File: src/include/dpc_pkg.sv
// Constants for the datapath pattern checker: sizes, register indices,
// field positions and reset values.
// Assumes an APB master with 32-bit data; each register takes one aligned word.

package dpc_pkg;

  // ---------------------------------------------------------------
  // Sizes
  // ---------------------------------------------------------------
  localparam int DATA_W = 16;
  localparam int CHAN_N = 6;
  localparam int CNT_W = 8;
  localparam int ADDR_W = 12;
  localparam int IDX_W = 10;
  localparam int HIST_W = 7;
  localparam int TAP_A = 7;
  localparam int TAP_B = 6;
  localparam int SUM_W = 11;
  localparam logic [CNT_W-1:0] CNT_MAX = 8'hff;
  localparam logic POLY_PRBS7 = 1'b0;

  // ---------------------------------------------------------------
  // Register indices; byte address is four times the index
  // ---------------------------------------------------------------
  localparam logic [IDX_W-1:0] IDX_CTRL = 10'h14b;
  localparam logic [IDX_W-1:0] IDX_ERR_I = 10'h14c;
  localparam logic [IDX_W-1:0] IDX_ERR_Q = 10'h14d;
  localparam logic [IDX_W-1:0] IDX_CHSEL = 10'h14e;
  localparam logic [IDX_W-1:0] IDX_IRQ_STAT = 10'h160;
  localparam logic [IDX_W-1:0] IDX_IRQ_CLR = 10'h161;
  localparam logic [IDX_W-1:0] IDX_IRQ_EN = 10'h162;

  // ---------------------------------------------------------------
  // Control/status register fields
  // ---------------------------------------------------------------
  localparam int CTRL_EN_BIT = 0;
  localparam int CTRL_CLR_BIT = 1;
  localparam int CTRL_POLY_BIT = 2;
  localparam int CTRL_INV_I_BIT = 3;
  localparam int CTRL_INV_Q_BIT = 4;
  localparam int CTRL_PASS_I_BIT = 6;
  localparam int CTRL_PASS_Q_BIT = 7;
  localparam logic CTRL_BIT_RST = 1'b0;

  localparam int CHSEL_W = 3;
  localparam logic [CHSEL_W-1:0] CHSEL_RST = 3'h7;
  localparam logic [CHSEL_W-1:0] CHSEL_AGG = 3'h6;

  localparam int IRQ_W = 3;
  localparam int IRQ_ERR_I_BIT = 0;
  localparam int IRQ_ERR_Q_BIT = 1;
  localparam int IRQ_SAT_BIT = 2;
  localparam logic [IRQ_W-1:0] IRQ_RST = 3'h0;

endpackage : dpc_pkg

File: src/verilog/dpc_lane_checker.sv
// One pattern checker lane: self-synchronising x^7 + x^6 + 1 check on
// 16-bit samples, sticky pass flag and saturating error tally.
// Assumes samples arrive on pclk from logic in the same domain, MSB first.
`timescale 1ns/100ps
`default_nettype none

module dpc_lane_checker (
  input wire logic pclk,
  input wire logic presetn,
  input wire logic pattern_check_enable,
  input wire logic pattern_err_clear,
  input wire logic expect_inverted,
  input wire logic polynomial_select,
  input wire logic sample_valid,
  input wire logic [dpc_pkg::DATA_W-1:0] sample_data,
  output logic pass_flag,
  output logic [dpc_pkg::CNT_W-1:0] error_tally,
  output logic error_pulse
);
  import dpc_pkg::*;

  typedef struct packed {
    logic [HIST_W-1:0] hist;
    logic primed;
    logic pass;
    logic [CNT_W-1:0] tally;
    logic err;
  } dpc_lane_t;

  dpc_lane_t cur_ff;
  dpc_lane_t nxt_lane;
  logic [DATA_W-1:0] aligned;

  // Every received bit must equal the bits 7 and 6 places older xor-ed
  function automatic logic word_mismatch(input logic [HIST_W-1:0] hist, input logic [DATA_W-1:0] w);
    logic [HIST_W+DATA_W-1:0] v;
    logic bad;
    v = {hist, w};
    bad = 1'b0;
    for (int p = 0; p < DATA_W; p++) begin
      bad = bad | (v[p] ^ v[p+TAP_A] ^ v[p+TAP_B]);
    end
    return bad;
  endfunction : word_mismatch

  always_comb begin
    nxt_lane = cur_ff;
    nxt_lane.err = 1'b0;
    aligned = sample_data ^ {DATA_W{expect_inverted}};
    // History is built from received bits, so the lane locks after one word
    if (!pattern_check_enable || polynomial_select != POLY_PRBS7) begin
      nxt_lane.primed = 1'b0;
    end else if (sample_valid) begin
      nxt_lane.hist = aligned[HIST_W-1:0];
      nxt_lane.primed = 1'b1;
      if (cur_ff.primed && word_mismatch(cur_ff.hist, aligned)) begin
        nxt_lane.err = 1'b1;
        nxt_lane.pass = 1'b0;
        if (cur_ff.tally != CNT_MAX) begin
          nxt_lane.tally = cur_ff.tally + 8'h01;
        end
      end
    end
    // Clear is a held level; while it stands counting is frozen at zero
    if (pattern_err_clear) begin
      nxt_lane.pass = 1'b1;
      nxt_lane.tally = '0;
    end
  end

  always_ff @(posedge pclk or negedge presetn) begin
    if (!presetn) begin
      cur_ff <= '0;
    end else begin
      cur_ff <= nxt_lane;
    end
  end

  assign pass_flag = cur_ff.pass;
  assign error_tally = cur_ff.tally;
  assign error_pulse = cur_ff.err;

endmodule : dpc_lane_checker

`default_nettype wire

File: src/verilog/dpc_top.sv
// Datapath pattern checker top: twelve checker lanes (I and Q path of six
// channels), APB register slave, channel readback mux and interrupt.
// Assumes APB master on pclk; sample sources are logic on the same clock.
`timescale 1ns/100ps
`default_nettype none

module dpc_top (
  input wire logic pclk,
  input wire logic presetn,
  input wire logic psel,
  input wire logic penable,
  input wire logic pwrite,
  input wire logic [dpc_pkg::ADDR_W-1:0] paddr,
  input wire logic [31:0] pwdata,
  output logic [31:0] prdata,
  output logic pready,
  output logic pslverr,
  input wire logic [dpc_pkg::CHAN_N-1:0] channel_valid,
  input wire logic [dpc_pkg::CHAN_N-1:0][dpc_pkg::DATA_W-1:0] i_sample_data,
  input wire logic [dpc_pkg::CHAN_N-1:0][dpc_pkg::DATA_W-1:0] q_sample_data,
  output logic irq
);
  import dpc_pkg::*;

  // ---------------------------------------------------------------
  // State
  // ---------------------------------------------------------------
  typedef struct packed {
    logic en;
    logic clr;
    logic poly;
    logic inv_i;
    logic inv_q;
    logic [CHSEL_W-1:0] chsel;
    logic [IRQ_W-1:0] irq_stat;
    logic [IRQ_W-1:0] irq_en;
    logic irq;
    logic [31:0] prdata;
    logic pready;
    logic pslverr;
  } dpc_regs_t;

  dpc_regs_t regs_ff;
  dpc_regs_t nxt_regs;

  logic [CHAN_N-1:0] i_pass;
  logic [CHAN_N-1:0] q_pass;
  logic [CHAN_N-1:0] i_err;
  logic [CHAN_N-1:0] q_err;
  logic [CHAN_N-1:0][CNT_W-1:0] i_tally;
  logic [CHAN_N-1:0][CNT_W-1:0] q_tally;

  // ---------------------------------------------------------------
  // Checker lanes
  // ---------------------------------------------------------------
  // Channels 0..2 belong to the first converter, 3..5 to the second
  for (genvar ch = 0; ch < CHAN_N; ch++) begin : g_chan
    dpc_lane_checker u_i_lane (
      .pclk(pclk),
      .presetn(presetn),
      .pattern_check_enable(regs_ff.en),
      .pattern_err_clear(regs_ff.clr),
      .expect_inverted(regs_ff.inv_i),
      .polynomial_select(regs_ff.poly),
      .sample_valid(channel_valid[ch]),
      .sample_data(i_sample_data[ch]),
      .pass_flag(i_pass[ch]),
      .error_tally(i_tally[ch]),
      .error_pulse(i_err[ch])
    );
    dpc_lane_checker u_q_lane (
      .pclk(pclk),
      .presetn(presetn),
      .pattern_check_enable(regs_ff.en),
      .pattern_err_clear(regs_ff.clr),
      .expect_inverted(regs_ff.inv_q),
      .polynomial_select(regs_ff.poly),
      .sample_valid(channel_valid[ch]),
      .sample_data(q_sample_data[ch]),
      .pass_flag(q_pass[ch]),
      .error_tally(q_tally[ch]),
      .error_pulse(q_err[ch])
    );
  end

  // ---------------------------------------------------------------
  // Readback selection
  // ---------------------------------------------------------------
  // Codes 6 aggregates, code 7 (the reset value) reads as zero
  function automatic logic pick_flag(input logic [CHSEL_W-1:0] sel, input logic [CHAN_N-1:0] f);
    logic r;
    r = 1'b0;
    if (sel < CHSEL_W'(CHAN_N)) begin
      r = f[sel];
    end else if (sel == CHSEL_AGG) begin
      r = |f;
    end
    return r;
  endfunction : pick_flag

  // The aggregate sum saturates so a large total never wraps to a small one
  function automatic logic [CNT_W-1:0] pick_count(input logic [CHSEL_W-1:0] sel,
                                                  input logic [CHAN_N-1:0][CNT_W-1:0] c);
    logic [CNT_W-1:0] r;
    logic [SUM_W-1:0] sum;
    r = '0;
    sum = '0;
    for (int k = 0; k < CHAN_N; k++) begin
      sum = sum + SUM_W'(c[k]);
    end
    if (sel < CHSEL_W'(CHAN_N)) begin
      r = c[sel];
    end else if (sel == CHSEL_AGG) begin
      r = (sum > SUM_W'(CNT_MAX)) ? CNT_MAX : sum[CNT_W-1:0];
    end
    return r;
  endfunction : pick_count

  logic sel_pass_i;
  logic sel_pass_q;
  logic [CNT_W-1:0] sel_count_i;
  logic [CNT_W-1:0] sel_count_q;

  assign sel_pass_i = pick_flag(regs_ff.chsel, i_pass);
  assign sel_pass_q = pick_flag(regs_ff.chsel, q_pass);
  assign sel_count_i = pick_count(regs_ff.chsel, i_tally);
  assign sel_count_q = pick_count(regs_ff.chsel, q_tally);

  // ---------------------------------------------------------------
  // Events
  // ---------------------------------------------------------------
  logic [IRQ_W-1:0] events;
  logic sat_hit;

  always_comb begin
    sat_hit = 1'b0;
    for (int k = 0; k < CHAN_N; k++) begin
      sat_hit = sat_hit | (i_err[k] && i_tally[k] == CNT_MAX) | (q_err[k] && q_tally[k] == CNT_MAX);
    end
    events = '0;
    events[IRQ_ERR_I_BIT] = |i_err;
    events[IRQ_ERR_Q_BIT] = |q_err;
    events[IRQ_SAT_BIT] = sat_hit;
  end

  // ---------------------------------------------------------------
  // APB decode
  // ---------------------------------------------------------------
  logic [IDX_W-1:0] idx;
  logic setup_ph;
  logic access_ph;
  logic mapped;
  logic read_only;
  logic [31:0] rdata;

  assign idx = paddr[ADDR_W-1:2];
  assign setup_ph = psel && !penable;
  assign access_ph = psel && penable && regs_ff.pready;

  always_comb begin
    mapped = 1'b1;
    read_only = 1'b0;
    rdata = '0;
    unique case (idx)
      IDX_CTRL: begin
        rdata[CTRL_EN_BIT] = regs_ff.en;
        rdata[CTRL_CLR_BIT] = regs_ff.clr;
        rdata[CTRL_POLY_BIT] = regs_ff.poly;
        rdata[CTRL_INV_I_BIT] = regs_ff.inv_i;
        rdata[CTRL_INV_Q_BIT] = regs_ff.inv_q;
        rdata[CTRL_PASS_I_BIT] = sel_pass_i;
        rdata[CTRL_PASS_Q_BIT] = sel_pass_q;
      end
      IDX_ERR_I: begin
        rdata[CNT_W-1:0] = sel_count_i;
        read_only = 1'b1;
      end
      IDX_ERR_Q: begin
        rdata[CNT_W-1:0] = sel_count_q;
        read_only = 1'b1;
      end
      IDX_CHSEL: begin
        rdata[CHSEL_W-1:0] = regs_ff.chsel;
      end
      IDX_IRQ_STAT: begin
        rdata[IRQ_W-1:0] = regs_ff.irq_stat;
        read_only = 1'b1;
      end
      IDX_IRQ_CLR: begin
        rdata = '0;
      end
      IDX_IRQ_EN: begin
        rdata[IRQ_W-1:0] = regs_ff.irq_en;
      end
      default: begin
        mapped = 1'b0;
      end
    endcase
  end

  // ---------------------------------------------------------------
  // Next state
  // ---------------------------------------------------------------
  logic do_write;
  logic [IRQ_W-1:0] clr_mask;

  always_comb begin
    nxt_regs = regs_ff;
    do_write = access_ph && pwrite && !regs_ff.pslverr;
    clr_mask = '0;

    // Answer is prepared in the setup cycle so every APB output is a flop;
    // the access phase therefore always lasts exactly one cycle
    nxt_regs.pready = setup_ph;
    nxt_regs.pslverr = setup_ph && (!mapped || (pwrite && read_only));
    nxt_regs.prdata = (setup_ph && !pwrite && mapped) ? rdata : '0;

    if (do_write) begin
      unique case (idx)
        IDX_CTRL: begin
          nxt_regs.en = pwdata[CTRL_EN_BIT];
          nxt_regs.clr = pwdata[CTRL_CLR_BIT];
          nxt_regs.poly = pwdata[CTRL_POLY_BIT];
          nxt_regs.inv_i = pwdata[CTRL_INV_I_BIT];
          nxt_regs.inv_q = pwdata[CTRL_INV_Q_BIT];
        end
        IDX_CHSEL: begin
          nxt_regs.chsel = pwdata[CHSEL_W-1:0];
        end
        IDX_IRQ_CLR: begin
          clr_mask = pwdata[IRQ_W-1:0];
        end
        IDX_IRQ_EN: begin
          nxt_regs.irq_en = pwdata[IRQ_W-1:0];
        end
        default: begin
          nxt_regs.en = regs_ff.en;
        end
      endcase
    end

    // A new event in the clearing cycle survives the clear
    nxt_regs.irq_stat = (regs_ff.irq_stat & ~clr_mask) | events;
    nxt_regs.irq = |(nxt_regs.irq_stat & nxt_regs.irq_en);
  end

  // ---------------------------------------------------------------
  // Registers
  // ---------------------------------------------------------------
  always_ff @(posedge pclk or negedge presetn) begin
    if (!presetn) begin
      regs_ff.en <= CTRL_BIT_RST;
      regs_ff.clr <= CTRL_BIT_RST;
      regs_ff.poly <= CTRL_BIT_RST;
      regs_ff.inv_i <= CTRL_BIT_RST;
      regs_ff.inv_q <= CTRL_BIT_RST;
      regs_ff.chsel <= CHSEL_RST;
      regs_ff.irq_stat <= IRQ_RST;
      regs_ff.irq_en <= IRQ_RST;
      regs_ff.irq <= 1'b0;
      regs_ff.prdata <= '0;
      regs_ff.pready <= 1'b0;
      regs_ff.pslverr <= 1'b0;
    end else begin
      regs_ff <= nxt_regs;
    end
  end

  // ---------------------------------------------------------------
  // Outputs
  // ---------------------------------------------------------------
  assign prdata = regs_ff.prdata;
  assign pready = regs_ff.pready;
  assign pslverr = regs_ff.pslverr;
  assign irq = regs_ff.irq;

endmodule : dpc_top

`default_nettype wire
File: config.mk
export PLATFORM = sky130hd
export DESIGN_NAME = dpc_top
export DESIGN_NICKNAME = d
export VERILOG_FILES = /design/src/include/dpc_pkg.sv /design/src/verilog/dpc_lane_checker.sv /design/src/verilog/dpc_top.sv
export SDC_FILE = /design/constraint.sdc
export NUM_CORES = 1
export LEC_CHECK = 0
export BUFFER_PORTS_ARGS = -buffer_cell sky130_fd_sc_hd__buf_2
export CAP_MARGIN = 10
export CORE_ASPECT_RATIO = 2
export CORE_MARGIN = 2
export CORE_UTILIZATION = 50
export CTS_BUF_LIST = sky130_fd_sc_hd__clkbuf_4 sky130_fd_sc_hd__clkbuf_8 sky130_fd_sc_hd__clkbuf_16
export DETAILED_ROUTE_END_ITERATION = 12
export GPL_ROUTABILITY_DRIVEN = 0
export MAX_ROUTING_LAYER = met4
export PLACE_DENSITY = 0.77
export SYNTH_ARGS = -nofsm -noshare
export SYNTH_HDL_FRONTEND = slang
export SYNTH_SLANG_ARGS = --single-unit
export TNS_END_PERCENT = 1
File: constraint.sdc
create_clock -name pclk -period 5.6 [get_ports pclk]
set_clock_uncertainty 0.1 [all_clocks]
set_input_delay 0.84 -clock pclk [delete_from_list [all_inputs] [get_ports pclk]]
set_output_delay 0.84 -clock pclk [all_outputs]
set_load 0.005 [all_outputs]
==> results of run 1 <==
[sequential cells by signal, summed over array words and instances, names as in the netlist]
register / flops
g_chan.u_i_lane.cur_ff: 48
g_chan.u_i_lane.error_pulse: 6
g_chan.u_i_lane.error_tally: 48
g_chan.u_i_lane.pass_flag: 6
g_chan.u_q_lane.cur_ff: 42
g_chan.u_q_lane.error_pulse: 6
g_chan.u_q_lane.error_tally: 48
g_chan.u_q_lane.pass_flag: 6
irq: 1
prdata: 8
pready: 1
pslverr: 1
regs_ff: 14
[synthesized netlist by cell type, drive strengths merged, types with 26 or more instances]
library cell | n | area [µm²]
and3 | 32 | 200
o21ai | 141 | 706
fa | 64 | 1280
xnor3 | 27 | 608
clkbuf | 54 | 205
buf | 68 | 475
xnor2 | 230 | 2020
nor3 | 51 | 267
dfrtp | 232 | 5810
nand2 | 171 | 644
inv | 182 | 683
nor2 | 128 | 480
or3 | 46 | 288
mux2 | 43 | 499
nand4 | 26 | 163
mux2i | 26 | 260
nor4 | 33 | 246
a21oi | 70 | 350
nand3 | 78 | 395
ha | 28 | 350
xor2 | 125 | 1090
[report_power, final]
part	total (mW)	switching [mW]	leakage (nW)	internal (mW)
sequential	1.72	0.0108	3.09	1.71
clock	1.72	0.740	0.418	0.983
combinational	0.576	0.306	6.51	0.270
[critical path, delay by kind of cell, from the launching register on]
kind,cells,cell delay [ns]
AOI/OAI and AO/OA,5,0.82
buffers and inverters,3,0.22
and+or+nand+nor,2,0.64
adders and majority gates,5,2.13
DFF,1,0.43
[through the flow]
stage / setup WS, ns / cells
finish: 1.13 / 2896
global route: 0.825 / 2896
CTS: 1.13 / 2894
detailed placement: 1.13 / 2849
global placement: 1.23 / 2849
floorplan: 1.44 / 2202
[cell type report]
type,count,area [µm²]
timing repair buffer,239,1250
tap,530,663
sequential,235,5900
clock inverter,12,124
inverter,183,687
multi-input combinational,1662,13000
fill,3567,17600
antenna,2,5.00
clock buffer,33,704
[worst paths after layout]
check	slack, ns	startpoint	endpoint	cells after the start
setup / recovery	1.13	g_chan[1].u_q_lane.error_tally[2]$_DFFE_PN0P_	prdata[7]$_DFF_PN0_	15
hold / removal	0.17	presetn	g_chan[0].u_i_lane.cur_ff[11]$_DFFE_PN0P_	1
setup reg to reg	1.13	g_chan[1].u_q_lane.error_tally[2]$_DFFE_PN0P_	prdata[7]$_DFF_PN0_	15
hold reg to reg	0.37	g_chan[3].u_i_lane.cur_ff[10]$_DFFE_PN0P_	g_chan[3].u_i_lane.cur_ff[10]$_DFFE_PN0P_	1
max in group asynchronous	4.15	presetn	regs_ff[45]$_DFFE_PN0P_	2
min in group pclk	0.37	g_chan[3].u_i_lane.cur_ff[10]$_DFFE_PN0P_	g_chan[3].u_i_lane.cur_ff[10]$_DFFE_PN0P_	1
[cell families after synthesis]
| group | after synthesis | synth area share (%) |
|---|---|---|
| AOI/OAI and AO/OA | 404 | 13.4 |
| xor gates and xnor gates | 390 | 19.4 |
| adders and majority gates | 92 | 8.10 |
| buffers and inverters | 305 | 6.79 |
| DFF | 235 | 29.2 |
| muxes | 87 | 5.78 |
| other | 1 | 0.0186 |
| and+or+nand+nor | 665 | 17.2 |
[layer usage]
| layer | up-vias | part of all wire, % | track usage [%] | routed length (µm) |
|---|---|---|---|---|
| li1 | 7879 | - | - | - |
| met1 | 8030 | 39 | 30.9 | 20700 |
| met2 | 664 | 50 | 44.5 | 26400 |
| met3 | 153 | 6.6 | 3.36 | 3550 |
| met4 | 0 | 4.9 | 11.4 | 2590 |
| met5 | - | 0 | - | 0 |
==> metrics, run 1 <==
status=completed; initial core utilization=between 50% and 60%; antenna violations before repair=2; worst path cell trace=inv_1, fa_1, inv_1, fa_1, fa_1, ha_1, inv_1, fa_1, nor2b_1, o2111ai_1, o22ai_1, a21oi_1, or3_1, o311ai_0, a31oi_1; drt total wl=53300 µm; WP data arrival=4.79 ns; fin crit share=79.8%; total power=4.02 mW; WL/cell=18.4 µm; CTS sink cnt=around 240; CTS buffer count=25; DIE AREA=about 42000 µm²; global-route wire length before repair=86300 µm; peak supply drop=approximately 220 µV; largest net degree at the start of global routing=roughly 110; nets=2685; RSZ-0062 raised after global routing=no; global route overflow=0; Worst Path Required=5.92 ns; final setup vio count=0; Top cell by count, worst path=fa_1; Slew Limit Fails=0; Async S/R FF share, synth=100%; worst hold slack=0.169 ns; Vias per Instance=5.78; worst stage delay on the critical path=0.55 ns; commonest cells after routing, fill and taps aside=229 x xnor2_1, 229 x dfrtp_1, 227 x buf_2, 181 x inv_1, 170 x nand2_1; Max Cap Violations=0; Ys Warns=0; fmax=224 MHz; Final HPWL DP=40900 µm; # IOs=about 280; Setup CP Type=reg2reg; min Tclk post-route=between 4 and 5 ns; Post-Syn Area=~20000 µm²; Hold Path Class=in2async; DIE WIDTH=146 µm; DRT antenna net count=0; Post-DP Area=21500 µm²; CTS resizes=0; # rows=104; number of synthesized flops with an enable pin=0; Worst Tran Pin Value=1.13 ns; endpoints failing hold=0; post-synthesis sequential area ratio=between 20% and 30%; worst skew pair latency=0.54 ns; 1st-pass router iterations=6; Static Leak=between 10 and 15 nW; DRC Markers=0; H-tree depth=1; final design utilization=55.8%; vias in the first global route=16600; Max FO, Critical Path=5; Pwr Density=180 nW/µm²; share of layout cells above drive strength 1=16.0%; Slew headroom=24.3%; Placeable Area=around 40000 µm²; drt first-iter violations=959; Worst Setup End Kind=flop; fin area=22300 µm²; Vias=16700; post-CTS setup buffers=0; Root Buffer=clkbuf_16; Sum Neg Setup Slack=0 ns; # hold bufs at CTS=0; synth unique cells=99; main flop type after synthesis=dfrtp_1; syn_area_per_cell=9.24 µm²; synthesis-to-layout area growth=10.7%; Crit-path slowest cell=fa_1; TritonCTS clock tree=yes; Worst Setup Start Kind=flop; Synth Register Bits=235; clk slew on worst S/H paths=about 0.070 ns; Mapped Cells=~2200; gr usage total=26.1%; I/O Buffers=228; die height=roughly 290 µm; clock tree buffer depth=3
Power figures use the tool's default switching activity.
==> inputs of run 2 (changes only) <==
Settings changed: PLACE_DENSITY 0.77 to 0.8.
Clock period 5.6 ns to 4.1 ns, I/O delays scaled along.
==> metrics, run 2 (synthesized netlist as in run 1, its figures left out) <==
gr usage total=27.7% (+1.7 points); Pwr Density=242 nW/µm² (+35%); largest net degree at the start of global routing=96 (-14%); final setup margin=-0.0255 ns (-1.16 ns); total power=5.65 mW (+41%); # IOs=282 (unchanged); final design utilization=58.4% (+2.5 points); commonest cells after routing, fill and taps aside=229 x xnor2_1, 229 x dfrtp_1, 227 x buf_2, 175 x inv_1, 170 x nand2_1; routed wl met3=4170 µm (+18%); clk slew on worst S/H paths=0.07 ns (about the same); WP data arrival=4.45 ns (-0.34 ns); initial core utilization=50.4% (unchanged); global-route wire length before repair=91900 µm (+6.5%); final setup vio count=1 (+1); Slew headroom=25.4% (+1.1 points); CTS sink cnt=235 (unchanged); Hold Crit Depth=2; Setup CP Type=reg2reg; DRC Markers=0 (unchanged); share of layout cells above drive strength 1=20.7% (+4.7 points); TritonCTS clock tree=yes; global route overflow=0 (unchanged); r2r worst-path depth=15 (unchanged); DIE AREA=42000 µm² (unchanged); nets=2793 (+4.0%); worst path cell trace=inv_1, fa_1, inv_1, fa_1, inv_1, fa_1, inv_1, ha_1, nor2b_2, o21a_1, o21ai_2, a21oi_2, or3_4, o311ai_1, a31oi_1; fmax=242 MHz (+8.3%); met1 wire length=21600 µm (+4.2%); Worst Tran Pin Value=1.11 ns (-0.0123 ns); die height=288 µm (unchanged); peak supply drop=303 µV (+37%); Max FO, Critical Path=5 (unchanged); H-tree depth=1 (unchanged); fin crit share=101% (+21 points); DIE WIDTH=146 µm (unchanged); Worst Setup Start Kind=flop; endpoints failing hold=0 (unchanged); Hold Path Class=in2reg; drt first-iter violations=1369 (+43%); Placeable Area=39900 µm² (unchanged); RSZ-0062 raised after global routing=yes; fillcell total=3349 (-6.1%); clock tree buffer depth=3 (unchanged); worst skew pair latency=0.55 ns (about the same); worst hold slack=0.211 ns (+0.0421 ns); Slew Limit Fails=0 (unchanged); Worst Path Required=4.43 ns (-1.49 ns); Crit-path slowest cell=fa_1; WL/cell=19.2 µm (+4.0%); Top cell by count, worst path=inv_1; Worst Setup End Kind=flop; # rows=104 (unchanged); min Tclk post-route=4.13 ns (-0.343 ns); I/O Buffers=228 (unchanged); Vias=17600 (+5.3%); CTS buffer count=24 (-4.0%); DRT antenna net count=0 (unchanged); Max Cap Violations=0 (unchanged); worst stage delay on the critical path=0.54 ns (about the same); Static Leak=10.6 nW (+5.7%); vias in the first global route=17700 (+6.5%); Vias per Instance=5.87 (+1.6%); failing checks=setup timing; synthesis-to-layout area growth=15.8%; met2 WL=28900 µm (+9.2%); Top Metal Used=met4; 1st-pass router iterations=5 (-1); Final HPWL DP=43900 µm (+7.2%); status=finished with violations; Root Buffer=clkbuf_16; drt total wl=57500 µm (+7.8%); antenna violations before repair=1 (-1)
==> run 2: cell count changes in the layout (fill, tap and decap cells not counted), sizes merged <==
cell         before  now
clkinvlp          1    2
buf             239  347
inv             184  182
diode             2    1
bufinv            2    4
dlygate4sd3       0    1
clkbuf           33   32
clkinv            8    4
==> run 2: layout make-up <==
class	count	area (µm²)	area share, %
inverters	183	687	2.95
repair buffers	348	2090	8.97
multi-input cells	1662	13100	56.2
clock buffers	32	722	3.10
well taps	530	663	2.84
diodes	1	2.50	0.0107
flip-flops and latches	235	5900	25.3
clock inverters	9	150	0.644
==> run 2: worst paths after layout <==
check | start | to | slack, ns
max | g_chan[0].u_q_lane.error_tally[4]$_DFFE_PN0P_ | prdata[7]$_DFF_PN0_ | -0.03
min | pwdata[4] | regs_ff[44]$_DFFE_PN0P_ | 0.21
max reg2reg | g_chan[0].u_q_lane.error_tally[4]$_DFFE_PN0P_ | prdata[7]$_DFF_PN0_ | -0.03
min reg2reg | g_chan[3].u_i_lane.cur_ff[10]$_DFFE_PN0P_ | g_chan[3].u_i_lane.cur_ff[10]$_DFFE_PN0P_ | 0.38
max in group asynchronous | presetn | regs_ff[47]$_DFFE_PN0P_ | 2.33
min in group asynchronous | presetn | g_chan[0].u_i_lane.cur_ff[16]$_DFFE_PN0P_ | 0.52
==> run 2: metal layers <==
metal  track usage, %  vias to the layer above
li1                 -                     8112
met1             31.9                     8468
met2             48.3                      842
met3             3.55                      188
met4             12.4                        0
met5                -                        -
==> run 2: timing repair <==
| action | 4_1_cts | 5_1_grt |
|---|---|---|
| pin swaps | 3 | 21 |
| endpoints found under the hold margin | 66 | 0 |
| resized for setup | 6 | 31 |
| setup buffers | 1 | 9 |
| setup endpoints to repair | 6 | 8 |
| hold buffers | 1 | 0 |
| gates cloned | 0 | 0 |
==> run 2: worst max-delay path: cells and delay by family, from the launching register on <==
kind | cells | cell delay [ns]
fa+ha+maj | 4 | 1.90
compound gates | 5 | 0.84
simple gates | 2 | 0.57
flops | 1 | 0.37
buf+inv | 4 | 0.24
==> run 2: power breakdown <==
group / total (mW) / leakage [nW] / switching [mW] / internal (mW)
Combinational: 0.829 / 7.07 / 0.436 / 0.393
Sequential: 2.34 / 3.09 / 0.0117 / 2.33
Clock: 2.48 / 0.427 / 1.00 / 1.48
Total: 5.65 / 10.6 / 1.45 / 4.20
==> run 2: through the flow <==
step | cells | worst slack [ns] | TNS (ns) | instance area (µm²)
2_1_floorplan | 2202 | 0.0208 | 0 | 20200
3_3_place_gp | 2947 | -0.0233 | -0.0377 | 22200
3_5_place_dp | 2947 | -0.0839 | -0.329 | 22200
4_1_cts | 2990 | -0.00111 | -0.00111 | 23100
5_1_grt | 3000 | -0.165 | -0.625 | 23300
6_report | 3000 | -0.0255 | -0.0255 | 23300
